## config.mk

```make
export PLATFORM = sky130hd
export DESIGN_NAME = asu_unpack
export DESIGN_NICKNAME = d
export VERILOG_FILES = /design/src/asu_pkg.sv /design/src/asu_fifo_if.sv /design/src/asu_fifo.sv /design/src/asu_unpack.sv
export VERILOG_INCLUDE_DIRS = /design/src
export SDC_FILE = /design/constraint.sdc
export NUM_CORES = 1
export LEC_CHECK = 0
export BUFFER_PORTS_ARGS = -buffer_cell sky130_fd_sc_hd__buf_2
export CAP_MARGIN = 30
export CORE_MARGIN = 5
export CORE_UTILIZATION = 45
export CTS_CLUSTER_SIZE = 25
export DETAILED_ROUTE_END_ITERATION = 12
export PLACE_DENSITY = 0.7
export SLEW_MARGIN = 15
export SYNTH_ARGS = -nofsm -noshare
export SYNTH_HDL_FRONTEND = slang
export SYNTH_SLANG_ARGS = --single-unit
```

## constraint.sdc

```tcl
create_clock -name ref_clk -period 5.2 [get_ports ref_clk]
set_clock_uncertainty 0.1 [all_clocks]
set_input_delay 0.52 -clock ref_clk [delete_from_list [all_inputs] [get_ports ref_clk]]
set_output_delay 0.52 -clock ref_clk [all_outputs]
set_load 0.02 [all_outputs]
```

## src/asu_cfg.svh

```systemverilog
// offsets, field positions, reset values and codes of the sample unpacker
`ifndef ASU_CFG_SVH
`define ASU_CFG_SVH

// register numbers
`define ASU_REG_CONV_MODE 32'h000312B8
`define ASU_REG_CONV_AVAIL 32'h000312B9
`define ASU_REG_OUTBUF_SIZE 32'h000000D1

// conversion mode codes
`define ASU_CONV_PASSTHROUGH 32'h00000000
`define ASU_CONV_SHIFT_BY_FOUR 32'h00000004
`define ASU_CONV_SHIFT_BY_TWO 32'h00000008
`define ASU_CONV_SHIFT_BY_ONE 32'h00000010
`define ASU_CONV_AVAIL_MASK 32'h0000001C
`define ASU_CONV_MODE_RESET 32'h00000000

// hardware output buffer size, bytes
`define ASU_OUTBUF_MIN 64'h0000000000000400
`define ASU_OUTBUF_INSTALLED 64'h0000000100000000

// sample layout
`define ASU_NUM_CH 4
`define ASU_SAMPLE_W 16
`define ASU_DIG_MAX 3
`define ASU_FIFO_DEPTH 8

`endif

```

## src/asu_pkg.sv

```systemverilog
// types shared by the sample unpacker modules
package asu_pkg;

  // gray-coded along idle -> gather -> present -> gather
  typedef enum logic [1:0] {
    ASU_ST_IDLE = 2'b00,
    ASU_ST_GATHER = 2'b01,
    ASU_ST_PRESENT = 2'b11
  } asu_state_t;

  typedef logic [15:0] asu_sample_t;
  typedef logic [2:0] asu_dig_t;

endpackage

```

## src/asu_fifo_if.sv

```systemverilog
// valid/ready carrier between the unpacker and its input fifo
`timescale 1ns/100ps
interface asu_fifo_if #(
  parameter int WIDTH = 16
);
  logic wr_valid;
  logic wr_ready;
  logic [WIDTH-1:0] wr_data;
  logic rd_valid;
  logic rd_ready;
  logic [WIDTH-1:0] rd_data;

  modport fifo (input wr_valid, input wr_data, input rd_ready,
                output wr_ready, output rd_valid, output rd_data);
  modport user (output wr_valid, output wr_data, output rd_ready,
                input wr_ready, input rd_valid, input rd_data);
endinterface

```

## src/asu_fifo.sv

```systemverilog
// flip-flop fifo with valid/ready on both sides
`timescale 1ns/100ps
module asu_fifo #(
  parameter int WIDTH = 16,
  parameter int DEPTH = 8
) (
  // clock and reset
  input wire logic ref_clk,
  input wire logic rst,
  // both sides
  asu_fifo_if.fifo f
);
  import asu_pkg::*;

  localparam int AW = (DEPTH > 1) ? $clog2(DEPTH) : 1;

  typedef struct packed {
    logic [DEPTH-1:0][WIDTH-1:0] mem;
    logic [AW-1:0] wr;
    logic [AW-1:0] rd;
    logic [AW:0] cnt;
  } asu_fifo_st_t;

  asu_fifo_st_t st_reg;
  asu_fifo_st_t st_next;
  logic push;
  logic pop;

  assign f.wr_ready = (st_reg.cnt != (AW+1)'(DEPTH));
  assign f.rd_valid = (st_reg.cnt != '0);
  assign f.rd_data = st_reg.mem[st_reg.rd];
  assign push = f.wr_valid && f.wr_ready;
  assign pop = f.rd_valid && f.rd_ready;

  always_comb begin
    st_next = st_reg;
    if (push) begin
      st_next.mem[st_reg.wr] = f.wr_data;
      st_next.wr = (st_reg.wr == AW'(DEPTH - 1)) ? '0 : st_reg.wr + 1'b1;
    end
    if (pop) begin
      st_next.rd = (st_reg.rd == AW'(DEPTH - 1)) ? '0 : st_reg.rd + 1'b1;
    end
    if (push && !pop) begin
      st_next.cnt = st_reg.cnt + 1'b1;
    end else if (pop && !push) begin
      st_next.cnt = st_reg.cnt - 1'b1;
    end
  end

  always_ff @(posedge ref_clk) begin
    if (rst) begin
      st_reg <= '0;
    end else begin
      st_reg <= st_next;
    end
  end
endmodule

```

## src/asu_unpack.sv

```systemverilog
// sample unpacker: demultiplex, hardware conversion and embedded digital split
//
// Overview of operation
// RQ1: words arrive channel-interleaved; one sample per active channel per group.
// RQ2: with two channels, first word to lower channel, second to higher.
// RQ3: with four channels, words go to channels 0, 1, 2, 3, repeating.
// RQ4: analog samples are two's-complement signed 16-bit, -32768 to +32767.
// RQ5: one digital bit: D15 to digital line, D14..D0 analog.
// RQ6: two digital bits: D15, D14 to digital lines, D13..D0 analog.
// RQ7: three digital bits: D15..D13 to digital lines, D12..D0 analog.
// RQ8: analog remainder shifted up to DAC msb, staying two's-complement.
// RQ9: mode code zero passes 16-bit words unchanged.
// RQ10: mode 4h shifts every sample left by four.
// RQ11: mode 8h shifts every sample left by two.
// RQ12: mode 10h shifts every sample left by one.
// RQ13: one global writable conversion mode; reading returns current mode.
// RQ14: conversion shifts whole word, digital bits included, any channel.
// RQ15: read-only bitmask shows every supported conversion mode code.
// RQ16: host should not make the output buffer needlessly small.
// RQ17: output buffer size only powers of two from 1k to installed memory.
// RQ18: upward shifts fill vacated low bits with zeros.
// RQ19: split and conversion applied to the whole group in one cycle.
`timescale 1ns/100ps
`include "asu_cfg.svh"
module asu_unpack #(
  parameter int NUM_CH = `ASU_NUM_CH,
  parameter int FIFO_DEPTH = `ASU_FIFO_DEPTH,
  parameter logic [63:0] OUTBUF_INSTALLED = `ASU_OUTBUF_INSTALLED
) (
  // clock and reset
  input wire logic ref_clk,
  input wire logic rst,
  // channel setup
  input wire logic [NUM_CH-1:0] chan_enable,
  input wire logic [1:0] embed_bits,
  // multiplexed sample words from the transfer buffer
  input wire logic in_valid,
  input wire asu_pkg::asu_sample_t in_word,
  output logic in_ready,
  // per-channel group towards the dacs
  output logic dac_valid,
  input wire logic dac_ready,
  output asu_pkg::asu_sample_t [NUM_CH-1:0] channel_dac_value,
  output asu_pkg::asu_dig_t [NUM_CH-1:0] dig_out,
  // register access
  input wire logic reg_wr_en,
  input wire logic reg_rd_en,
  input wire logic [31:0] reg_num,
  input wire logic [63:0] reg_wdata,
  output logic [63:0] reg_rdata,
  output logic reg_ack,
  output logic reg_err,
  // current hardware output buffer size, bytes
  output logic [63:0] hw_output_buffer_size
);
  import asu_pkg::*;

  localparam int SW = `ASU_SAMPLE_W;
  localparam int CW = (NUM_CH > 1) ? $clog2(NUM_CH) : 1;

  typedef struct packed {
    asu_state_t state;
    logic [NUM_CH-1:0] mask;
    logic [CW-1:0] slot;
    logic [NUM_CH-1:0][SW-1:0] gather;
    logic [31:0] conv_mode;
    logic [63:0] buf_size;
    logic out_valid;
    logic [NUM_CH-1:0][SW-1:0] dac;
    logic [NUM_CH-1:0][2:0] dig;
    logic [63:0] rdata;
    logic ack;
    logic err;
  } asu_unpack_st_t;

  asu_unpack_st_t st_reg;
  asu_unpack_st_t st_next;

  asu_fifo_if #(.WIDTH(SW)) fin ();

  asu_fifo #(
    .WIDTH(SW),
    .DEPTH(FIFO_DEPTH)
  ) u_fifo (
    .ref_clk(ref_clk),
    .rst(rst),
    .f(fin.fifo)
  );

  // position of the k-th active channel in the mask
  function automatic logic [CW-1:0] nth_chan(input logic [NUM_CH-1:0] m,
                                             input logic [CW-1:0] k);
    logic [CW-1:0] res;
    logic [CW:0] seen;
    res = '0;
    seen = '0;
    for (int i = 0; i < NUM_CH; i++) begin
      if (m[i]) begin
        if (seen == {1'b0, k}) begin
          res = CW'(i);
        end
        seen = seen + 1'b1;
      end
    end
    return res;
  endfunction

  function automatic logic [CW:0] count_ones(input logic [NUM_CH-1:0] m);
    logic [CW:0] n;
    n = '0;
    for (int i = 0; i < NUM_CH; i++) begin
      n = n + (CW+1)'(m[i]);
    end
    return n;
  endfunction

  // valid buffer size: power of two, at least 1k, at most installed memory
  function automatic logic size_ok(input logic [63:0] v);
    return (v != '0) && ((v & (v - 64'h1)) == '0) && // RQ17
           (v >= `ASU_OUTBUF_MIN) && (v <= OUTBUF_INSTALLED); // RQ17
  endfunction

  function automatic logic mode_ok(input logic [31:0] v);
    return (v == `ASU_CONV_PASSTHROUGH) || (v == `ASU_CONV_SHIFT_BY_FOUR) ||
           (v == `ASU_CONV_SHIFT_BY_TWO) || (v == `ASU_CONV_SHIFT_BY_ONE);
  endfunction

  logic pop;
  logic [NUM_CH-1:0] grp_mask;
  logic [CW-1:0] cur_chan;
  logic last_slot;
  logic [CW:0] n_active;
  logic [NUM_CH-1:0][SW-1:0] grp_word;
  logic [NUM_CH-1:0][SW-1:0] conv_word;
  logic [NUM_CH-1:0][SW-1:0] ana_word;
  logic [NUM_CH-1:0][2:0] dig_word;

  // mask stays live until the first word of a group is taken, then it is frozen
  assign grp_mask = (st_reg.slot == '0) ? chan_enable : st_reg.mask;
  assign n_active = count_ones(grp_mask);
  assign cur_chan = nth_chan(grp_mask, st_reg.slot); // RQ1 RQ2 RQ3
  assign last_slot = ({1'b0, st_reg.slot} == n_active - 1'b1);
  assign fin.rd_ready = (st_reg.state == ASU_ST_GATHER) && (grp_mask != '0);
  assign pop = fin.rd_valid && fin.rd_ready;
  assign fin.wr_valid = in_valid;
  assign fin.wr_data = in_word;
  assign in_ready = fin.wr_ready;

  // every channel of the group is converted and split side by side
  genvar ch;
  generate
    for (ch = 0; ch < NUM_CH; ch++) begin : g_chan
      assign grp_word[ch] = (pop && cur_chan == CW'(ch)) ? fin.rd_data :
                            st_reg.gather[ch];

      always_comb begin
        conv_word[ch] = grp_word[ch]; // RQ9
        case (st_reg.conv_mode)
          `ASU_CONV_SHIFT_BY_FOUR: conv_word[ch] = {grp_word[ch][11:0], 4'h0}; // RQ10 RQ18
          `ASU_CONV_SHIFT_BY_TWO: conv_word[ch] = {grp_word[ch][13:0], 2'h0}; // RQ11 RQ18
          `ASU_CONV_SHIFT_BY_ONE: conv_word[ch] = {grp_word[ch][14:0], 1'h0}; // RQ12 RQ18
          default: conv_word[ch] = grp_word[ch];
        endcase
      end

      // conversion sees digital bits as ordinary data
      always_comb begin
        ana_word[ch] = conv_word[ch]; // RQ14 RQ4
        dig_word[ch] = 3'h0;
        case (embed_bits)
          2'h1: begin
            dig_word[ch] = {conv_word[ch][15], 2'h0}; // RQ5
            ana_word[ch] = {conv_word[ch][14:0], 1'h0}; // RQ5 RQ8 RQ18
          end
          2'h2: begin
            dig_word[ch] = {conv_word[ch][15:14], 1'h0}; // RQ6
            ana_word[ch] = {conv_word[ch][13:0], 2'h0}; // RQ6 RQ8 RQ18
          end
          2'h3: begin
            dig_word[ch] = conv_word[ch][15:13]; // RQ7
            ana_word[ch] = {conv_word[ch][12:0], 3'h0}; // RQ7 RQ8 RQ18
          end
          default: begin
            dig_word[ch] = 3'h0;
            ana_word[ch] = conv_word[ch];
          end
        endcase
      end
    end
  endgenerate

  always_comb begin
    st_next = st_reg;
    st_next.ack = 1'b0;
    st_next.err = 1'b0;

    // register port; writes and reads answer one cycle later
    if (reg_wr_en) begin
      st_next.ack = 1'b1;
      if (reg_num == `ASU_REG_CONV_MODE) begin
        if (mode_ok(reg_wdata[31:0])) begin
          st_next.conv_mode = reg_wdata[31:0]; // RQ13
        end else begin
          st_next.err = 1'b1;
        end
      end else if (reg_num == `ASU_REG_OUTBUF_SIZE) begin
        if (size_ok(reg_wdata)) begin
          st_next.buf_size = reg_wdata; // RQ17
        end else begin
          st_next.err = 1'b1;
        end
      end else begin
        // the availability mask is read only
        st_next.err = 1'b1;
      end
    end else if (reg_rd_en) begin
      st_next.ack = 1'b1;
      st_next.rdata = '0;
      if (reg_num == `ASU_REG_CONV_MODE) begin
        st_next.rdata = {32'h0, st_reg.conv_mode}; // RQ13
      end else if (reg_num == `ASU_REG_CONV_AVAIL) begin
        st_next.rdata = {32'h0, `ASU_CONV_AVAIL_MASK}; // RQ15
      end else if (reg_num == `ASU_REG_OUTBUF_SIZE) begin
        st_next.rdata = st_reg.buf_size;
      end else begin
        st_next.err = 1'b1;
      end
    end

    case (st_reg.state)
      ASU_ST_IDLE: begin
        // mask is frozen per group so a change never splits one
        if (chan_enable != '0) begin
          st_next.mask = chan_enable;
          st_next.slot = '0;
          st_next.state = ASU_ST_GATHER;
        end
      end
      ASU_ST_GATHER: begin
        if (pop) begin
          st_next.gather[cur_chan] = fin.rd_data; // RQ1
          st_next.mask = grp_mask;
          if (last_slot) begin
            for (int i = 0; i < NUM_CH; i++) begin
              // inactive channels rest at mid-scale zero
              st_next.dac[i] = grp_mask[i] ? ana_word[i] : '0; // RQ19
              st_next.dig[i] = grp_mask[i] ? dig_word[i] : 3'h0; // RQ19
            end
            st_next.out_valid = 1'b1;
            st_next.state = ASU_ST_PRESENT;
          end else begin
            st_next.slot = st_reg.slot + 1'b1; // RQ1
          end
        end
      end
      ASU_ST_PRESENT: begin
        if (dac_ready) begin
          st_next.out_valid = 1'b0;
          st_next.slot = '0;
          st_next.mask = chan_enable;
          st_next.state = (chan_enable != '0) ? ASU_ST_GATHER : ASU_ST_IDLE;
        end
      end
      default: begin
        st_next.state = ASU_ST_IDLE;
      end
    endcase
  end

  always_ff @(posedge ref_clk) begin
    if (rst) begin
      st_reg <= '0;
      st_reg.state <= ASU_ST_IDLE;
      st_reg.conv_mode <= `ASU_CONV_MODE_RESET;
      st_reg.buf_size <= OUTBUF_INSTALLED;
    end else begin
      st_reg <= st_next;
    end
  end

  assign dac_valid = st_reg.out_valid;
  assign channel_dac_value = st_reg.dac;
  assign dig_out = st_reg.dig;
  assign reg_rdata = st_reg.rdata;
  assign reg_ack = st_reg.ack;
  assign reg_err = st_reg.err;
  assign hw_output_buffer_size = st_reg.buf_size;
endmodule

```

==> results of run 1 <==
==> worst paths after layout <==
path,startpoint,endpoint,slack (ns),cells after the start
worst min register to register,reg_rdata[40],reg_rdata[40],0.35,2
worst max register to register,st_reg[304],dig_out[11],0.29,15
worst min-delay path,reg_rd_en,reg_ack,0.1,3
worst max-delay path,st_reg[304],dig_out[11],0.29,15
==> cells by family after synthesis <==
group / after synthesis / share of synthesized area [%]
simple gates: 1022 / 21.0
compound gates: 627 / 18.6
fa+ha+maj: 17 / 0.963
buf+inv: 437 / 10.9
xor+xnor: 14 / 0.536
mux: 154 / 8.70
flops: 449 / 39.3
==> cell usage in the layout (no fill, tap or decap), drive strengths merged, types with 19 or more instances in the layout <==
| cell type | n |
|---|---|
| a22o | 26 |
| buf | 405 |
| a22oi | 31 |
| a211oi | 19 |
| or3 | 31 |
| nor2 | 198 |
| mux2 | 33 |
| a221oi | 34 |
| mux2i | 89 |
| a21oi | 237 |
| clkbuf | 66 |
| and3 | 78 |
| nor4 | 45 |
| nand3 | 64 |
| dfxtp | 449 |
| nor3 | 142 |
| o21ai | 70 |
| nand2 | 380 |
| inv | 19 |
| a31oi | 19 |
| mux4 | 32 |
==> final cells by class <==
cell class / instances / area, µm² / area share (%)
Clock buffer: 65 / 1350 / 5.32
Inverter: 19 / 71.3 / 0.282
Multi-Input combinational cell: 1834 / 11500 / 45.4
Antenna cell: 4 / 10.0 / 0.0395
Tap cell: 672 / 841 / 3.32
Sequential cell: 449 / 8990 / 35.5
Clock inverter: 25 / 229 / 0.905
Timing Repair Buffer: 406 / 2320 / 9.17
==> where the power goes <==
part	internal, W	total (W)	switching (W)	leakage, nW
clock	0.00194	0.00342	0.00149	0.766
combinational	0.000976	0.00276	0.00179	5.82
sequential	0.00363	0.00382	0.000189	3.63
total	0.00655	0.0100	0.00346	10.2
==> through the flow <==
step / worst slack, ns / utilization, % / TNS, ns
after CTS: 0.0251 / 50.2 / 0
after global placement: 0.338 / 46.9 / 0
after global routing: -0.0135 / 50.4 / -0.0135
final: 0.294 / 50.4 / 0
after floorplan: 0.733 / - / 0
after detailed placement: 0.0685 / 47.1 / 0
==> metal layers <==
metal | vias to the layer above | wire length [µm]
met5 | - | 28
met4 | 4 | 2840
met3 | 222 | 7520
met2 | 1176 | 36200
met1 | 10300 | 31600
li1 | 9717 | -
==> critical path, delay by kind of cell (launching register included) <==
kind	cells	cell delay, ns
and+or+nand+nor	4	1.08
AOI/OAI and AO/OA	3	0.95
muxes	2	0.78
adders and majority gates	2	0.72
buffers and inverters	4	0.71
DFF	1	0.41
==> results.yml, run 1 <==
synth:
  synth_edf_count: 0
  async_flop_share_pct: 0
  synthTopCellsByCount: "dfxtp_1 (449), nand2_1 (380), a21oi_1 (237)"
  synth_largest_area_cell: "dfxtp_1"
  synth.top_cell.area_share_pct: 39.3
  syn_area_per_cell_um2: 8.41
  netlist_area_mm2: 0.0229
  ys_warn_count: 0
  syn_nets: 2858
  synth_cell_types: 90
  yosysMostFrequentCell: "dfxtp_1"
  synth_ff_type: "dfxtp_1"
  syn_inst: 2720
  ys_ff_latch: 449
  ys_seq_area_share_pct: 39.3
  synth.top_cells.by_area: "dfxtp_1 (39%), buf_4 (7.0%), nand2_1 (6.2%)"
timing:
  slew_viol_final: 0
  clock.fmax_mhz: 204
  max_slew_margin_pct: 28.4
  hold-worst-slack_ns: 0.0961
  final_hold_viol_count: 0
  setup_viol: 0
  min_period_ns: 4.91
  min_period_over_period_pct: 94.3
  tightest_slew_ns: 1.07
run_status:
  status: "complete, no violations"
clock_tree:
  clk_pin_slew_worst_paths_ns: 0.06
  cts_buffers: 49
  max-clock-path-buffers: 3
  clock_latency_ns: 0.60
  tritoncts: "done"
  htreeDepth: 2
  hold_buffers: 0
  cts_resized: 0
  cts_root_buffer: "clkbuf_16"
  post_cts.repair.setup_buffers: 0
  numClockSinks: 449
route:
  drt_iter0_drc: 2440
  firstDrtPassIters: 7
  vias_per_cell: 6.17
  wirelength_um: 78200
  detail-route-antenna-nets: 0
  vias: 21400
  routedWlPerCell_um: 22.5
  drc: 0
power_and_ir_drop:
  p_per_area_mw_per_mm2: 395
  p_leak_nw: 10.2
  vdd_drop_max_v: 0.000240
  totalPowerFinal_w: 0.0100
grt:
  grt.met3_usage_pct: 6.07
  gr-total-overflow: 0
  met1_usage_pct: 34.8
  grt_first_pass_wirelength_um: 120000
  antenna_found_initial: 6
  grt_pass1_vias: 20300
  grtUsageMet2_pct: 42.6
  grt.busiest_layer: "met2"
  grt_max_degree: 79
  gr-usage-all-layers_pct: 26.4
final_layout:
  fin_cells: 3474
  area_growth_pct: 10.7
  layout.nets: 2897
  design_area_mm2: 0.0253
  drive_gt1_share_pct: 22.2
  nFillCells: 4720
  largest_reg_flops: 138
worst_setup_path:
  end_kind: "flip-flop"
  path_cells: "inv_1 > ha_1 > mux2i_4 > inv_1 > ha_1 > nor3b_1 > o21ai_0 > and3_1 > nor3_2 > buf_4 > buf_4 > mux2i_1 > nor2_1 > o41ai_1 > a21oi_1"
  critPathMaxFanout: 11
  worstPathRequired_ns: 5.54
  cp_data_arrival_time_ns: 5.25
  critical_path_class: "flip-flop to flip-flop"
  max_stage_delay_ns: 0.66
  critPathSlowestCell: "o41ai_1"
  worstSetupStartpointType: "flip-flop"
worst_hold_path:
  hp-class: "input pin to flip-flop"
placed_design:
  finalWeightedCongestion: 0.983
  port_buffers: 331
  placed_cell_area_mm2: 0.0236
  place_inst: 3375
  hpwl_um: 54800
die:
  initial_core_util_pct: 45.6
  io_pins: 332
  core_area_mm2: 0.0502
  die_width_um: 235
  die_h_um: 235
  die-area_mm2: 0.0554
  rows: 82
flow_run:
  maxCapViolCount: 0
No activity file was read; power rests on OpenSTA's default activity.
==> inputs of run 2 (changes only) <==
PLACE_DENSITY = 0.73   (was 0.7)
==> run 2 against run 1 <==
Effect of this change:
- first-iteration DRC count fell by 11%
- maximum frequency fell by 0.58%
- sequential power barely moved
- combinational power rose by 2%
- design area rose by 0.13%
- wire length fell by 1.4%
- worst hold slack improved by 0.015 ns
==> results.yml, run 2 (synthesis gave the netlist of run 1 again) <==
placed_design:
  hpwl_um: 53800
  finalWeightedCongestion: 1.02
  port_buffers: 331
  place_inst: 3368
power_and_ir_drop:
  vdd_drop_max_v: 0.000262
  p_leak_nw: 10.2
  p_per_area_mw_per_mm2: 408
die:
  die-area_mm2: 0.0554
  core_area_mm2: 0.0502
  rows: 82
  die_h_um: 235
  initial_core_util_pct: 45.6
  die_width_um: 235
  io_pins: 332
final_layout:
  layout.nets: 2889
  drive_gt1_share_pct: 21.9
  area_growth_pct: 10.8
  final_cell_mix: "dfxtp_1 (448), nand2_1 (380), buf_2 (330)"
  fin_cells: 3464
  largest_reg_flops: 138
  mostFrequentLayoutCell: "dfxtp_1"
flow_run:
  maxCapViolCount: 0
grt:
  grtUsageMet2_pct: 42.1
  grt_first_pass_wirelength_um: 118000
  grt.met3_usage_pct: 6.07
  grt_max_degree: 205
  antenna_found_initial: 7
  grt.busiest_layer: "met2"
  gr-usage-all-layers_pct: 26.0
  grt_pass1_vias: 20400
  gr-total-overflow: 0
  met1_usage_pct: 34.3
worst_setup_path:
  worstPathRequired_ns: 5.57
  critPathMaxFanout: 19
  end_kind: "flip-flop"
  critical_path_class: "flip-flop to flip-flop"
  worstSetupStartpointType: "flip-flop"
  cp_data_arrival_time_ns: 5.30
clock_tree:
  htreeDepth: 2
  clk_pin_slew_worst_paths_ns: 0.06
  cts_root_buffer: "clkbuf_16"
  max-clock-path-buffers: 3
  numClockSinks: 449
  tritoncts: "done"
  hold_buffers: 0
  clock_latency_ns: 0.61
  cts_buffers: 49
timing:
  clock.fmax_mhz: 203
  finalSetupTns_ns: 0
  min_period_ns: 4.93
  tightest_slew_ns: 1.01
  min_period_over_period_pct: 94.9
  setup_viol: 0
  slew_viol_final: 0
  final_hold_viol_count: 0
  max_slew_margin_pct: 32.5
  rsz0062_at_grt: "false"
route:
  routedWlPerCell_um: 22.2
  drt_iter0_drc: 2175
  vias_per_cell: 6.13
  firstDrtPassIters: 7
  wirelength_um: 77000
  detail-route-antenna-nets: 0
  vias: 21200
  drc: 0
run_status:
  status: "complete, no violations"
worst_hold_path:
  hp-class: "input pin to flip-flop"
## run 2: cell types whose count changed in the layout (fill, tap and decap cells not counted), sizes merged
cell	delta
inv	-2
clkinvlp	-1
buf	-8
clkbuf	+6
bufinv	+4
clkinv	-7
diode	-2
## run 2: final timing paths
check,cells past startpoint,start,endpoint,slack (ns)
max reg2reg,15,st_reg[304],channel_dac_value[27],0.27
min,3,reg_rd_en,reg_ack,0.11
min reg2reg,2,dig_out[2],dig_out[2],0.35
max,15,st_reg[304],channel_dac_value[27],0.27
## run 2: area by class of cell
type,count,area (µm²)
Tap cell,672,841
Fill cell,4664,24800
Inverter,19,71.3
Sequential cell,449,8990
Antenna cell,2,5.00
Timing Repair Buffer,398,2230
Clock inverter,19,267
Clock buffer,71,1450
Multi-Input combinational cell,1834,11500
## run 2: layer usage
layer	routed length (µm)	vias to the layer above	share of wire, %
met3	7280	193	9.5
met2	35700	1113	46
met4	2680	8	3.5
met1	31300	10200	41
met5	41	-	0.053
li1	-	9695	-
## run 2: through the flow
| step | hold slack (ns) | instance area, µm² | setup slack (ns) | util (%) | power, W |
|---|---|---|---|---|---|
| after floorplan | 0.326 | 22900 | 0.733 | - | 0.00574 |
| after CTS | 0.0840 | 25300 | 0.114 | 50.4 | 0.0103 |
| after detailed placement | 0.342 | 23600 | 0.160 | 46.9 | 0.00660 |
| after global routing | 0.125 | 25300 | 0.0483 | 50.5 | 0.0107 |
| after global placement | 0.336 | 23500 | 0.351 | 46.9 | 0.00654 |
| final | 0.111 | 25300 | 0.265 | 50.5 | 0.0103 |
## run 2: repair_timing
action,CTS,global route
buffers inserted,0,1
setup endpoints to repair,0,10
gates resized for setup,0,5
## run 2: critical path, stage by stage, from the launching register on
cell	delay, ns
dfxtp_1	0.50
inv_1	0.13
ha_1	0.35
nor2b_1	0.25
a21oi_2	0.11
ha_1	0.40
xor2_1	0.26
nor3_1	0.09
or4_1	0.62
or2_2	0.52
nor3_2	0.31
nor3_1	0.13
o41ai_2	0.39
buf_4	0.19
o22ai_1	0.08
a221o_1	0.35
## run 2: power by group
part	leakage, nW	total (W)	internal [W]	switching [W]
combinational	5.76	0.00281	0.000976	0.00184
sequential	3.63	0.00383	0.00363	0.000196
clock	0.837	0.00369	0.00223	0.00146
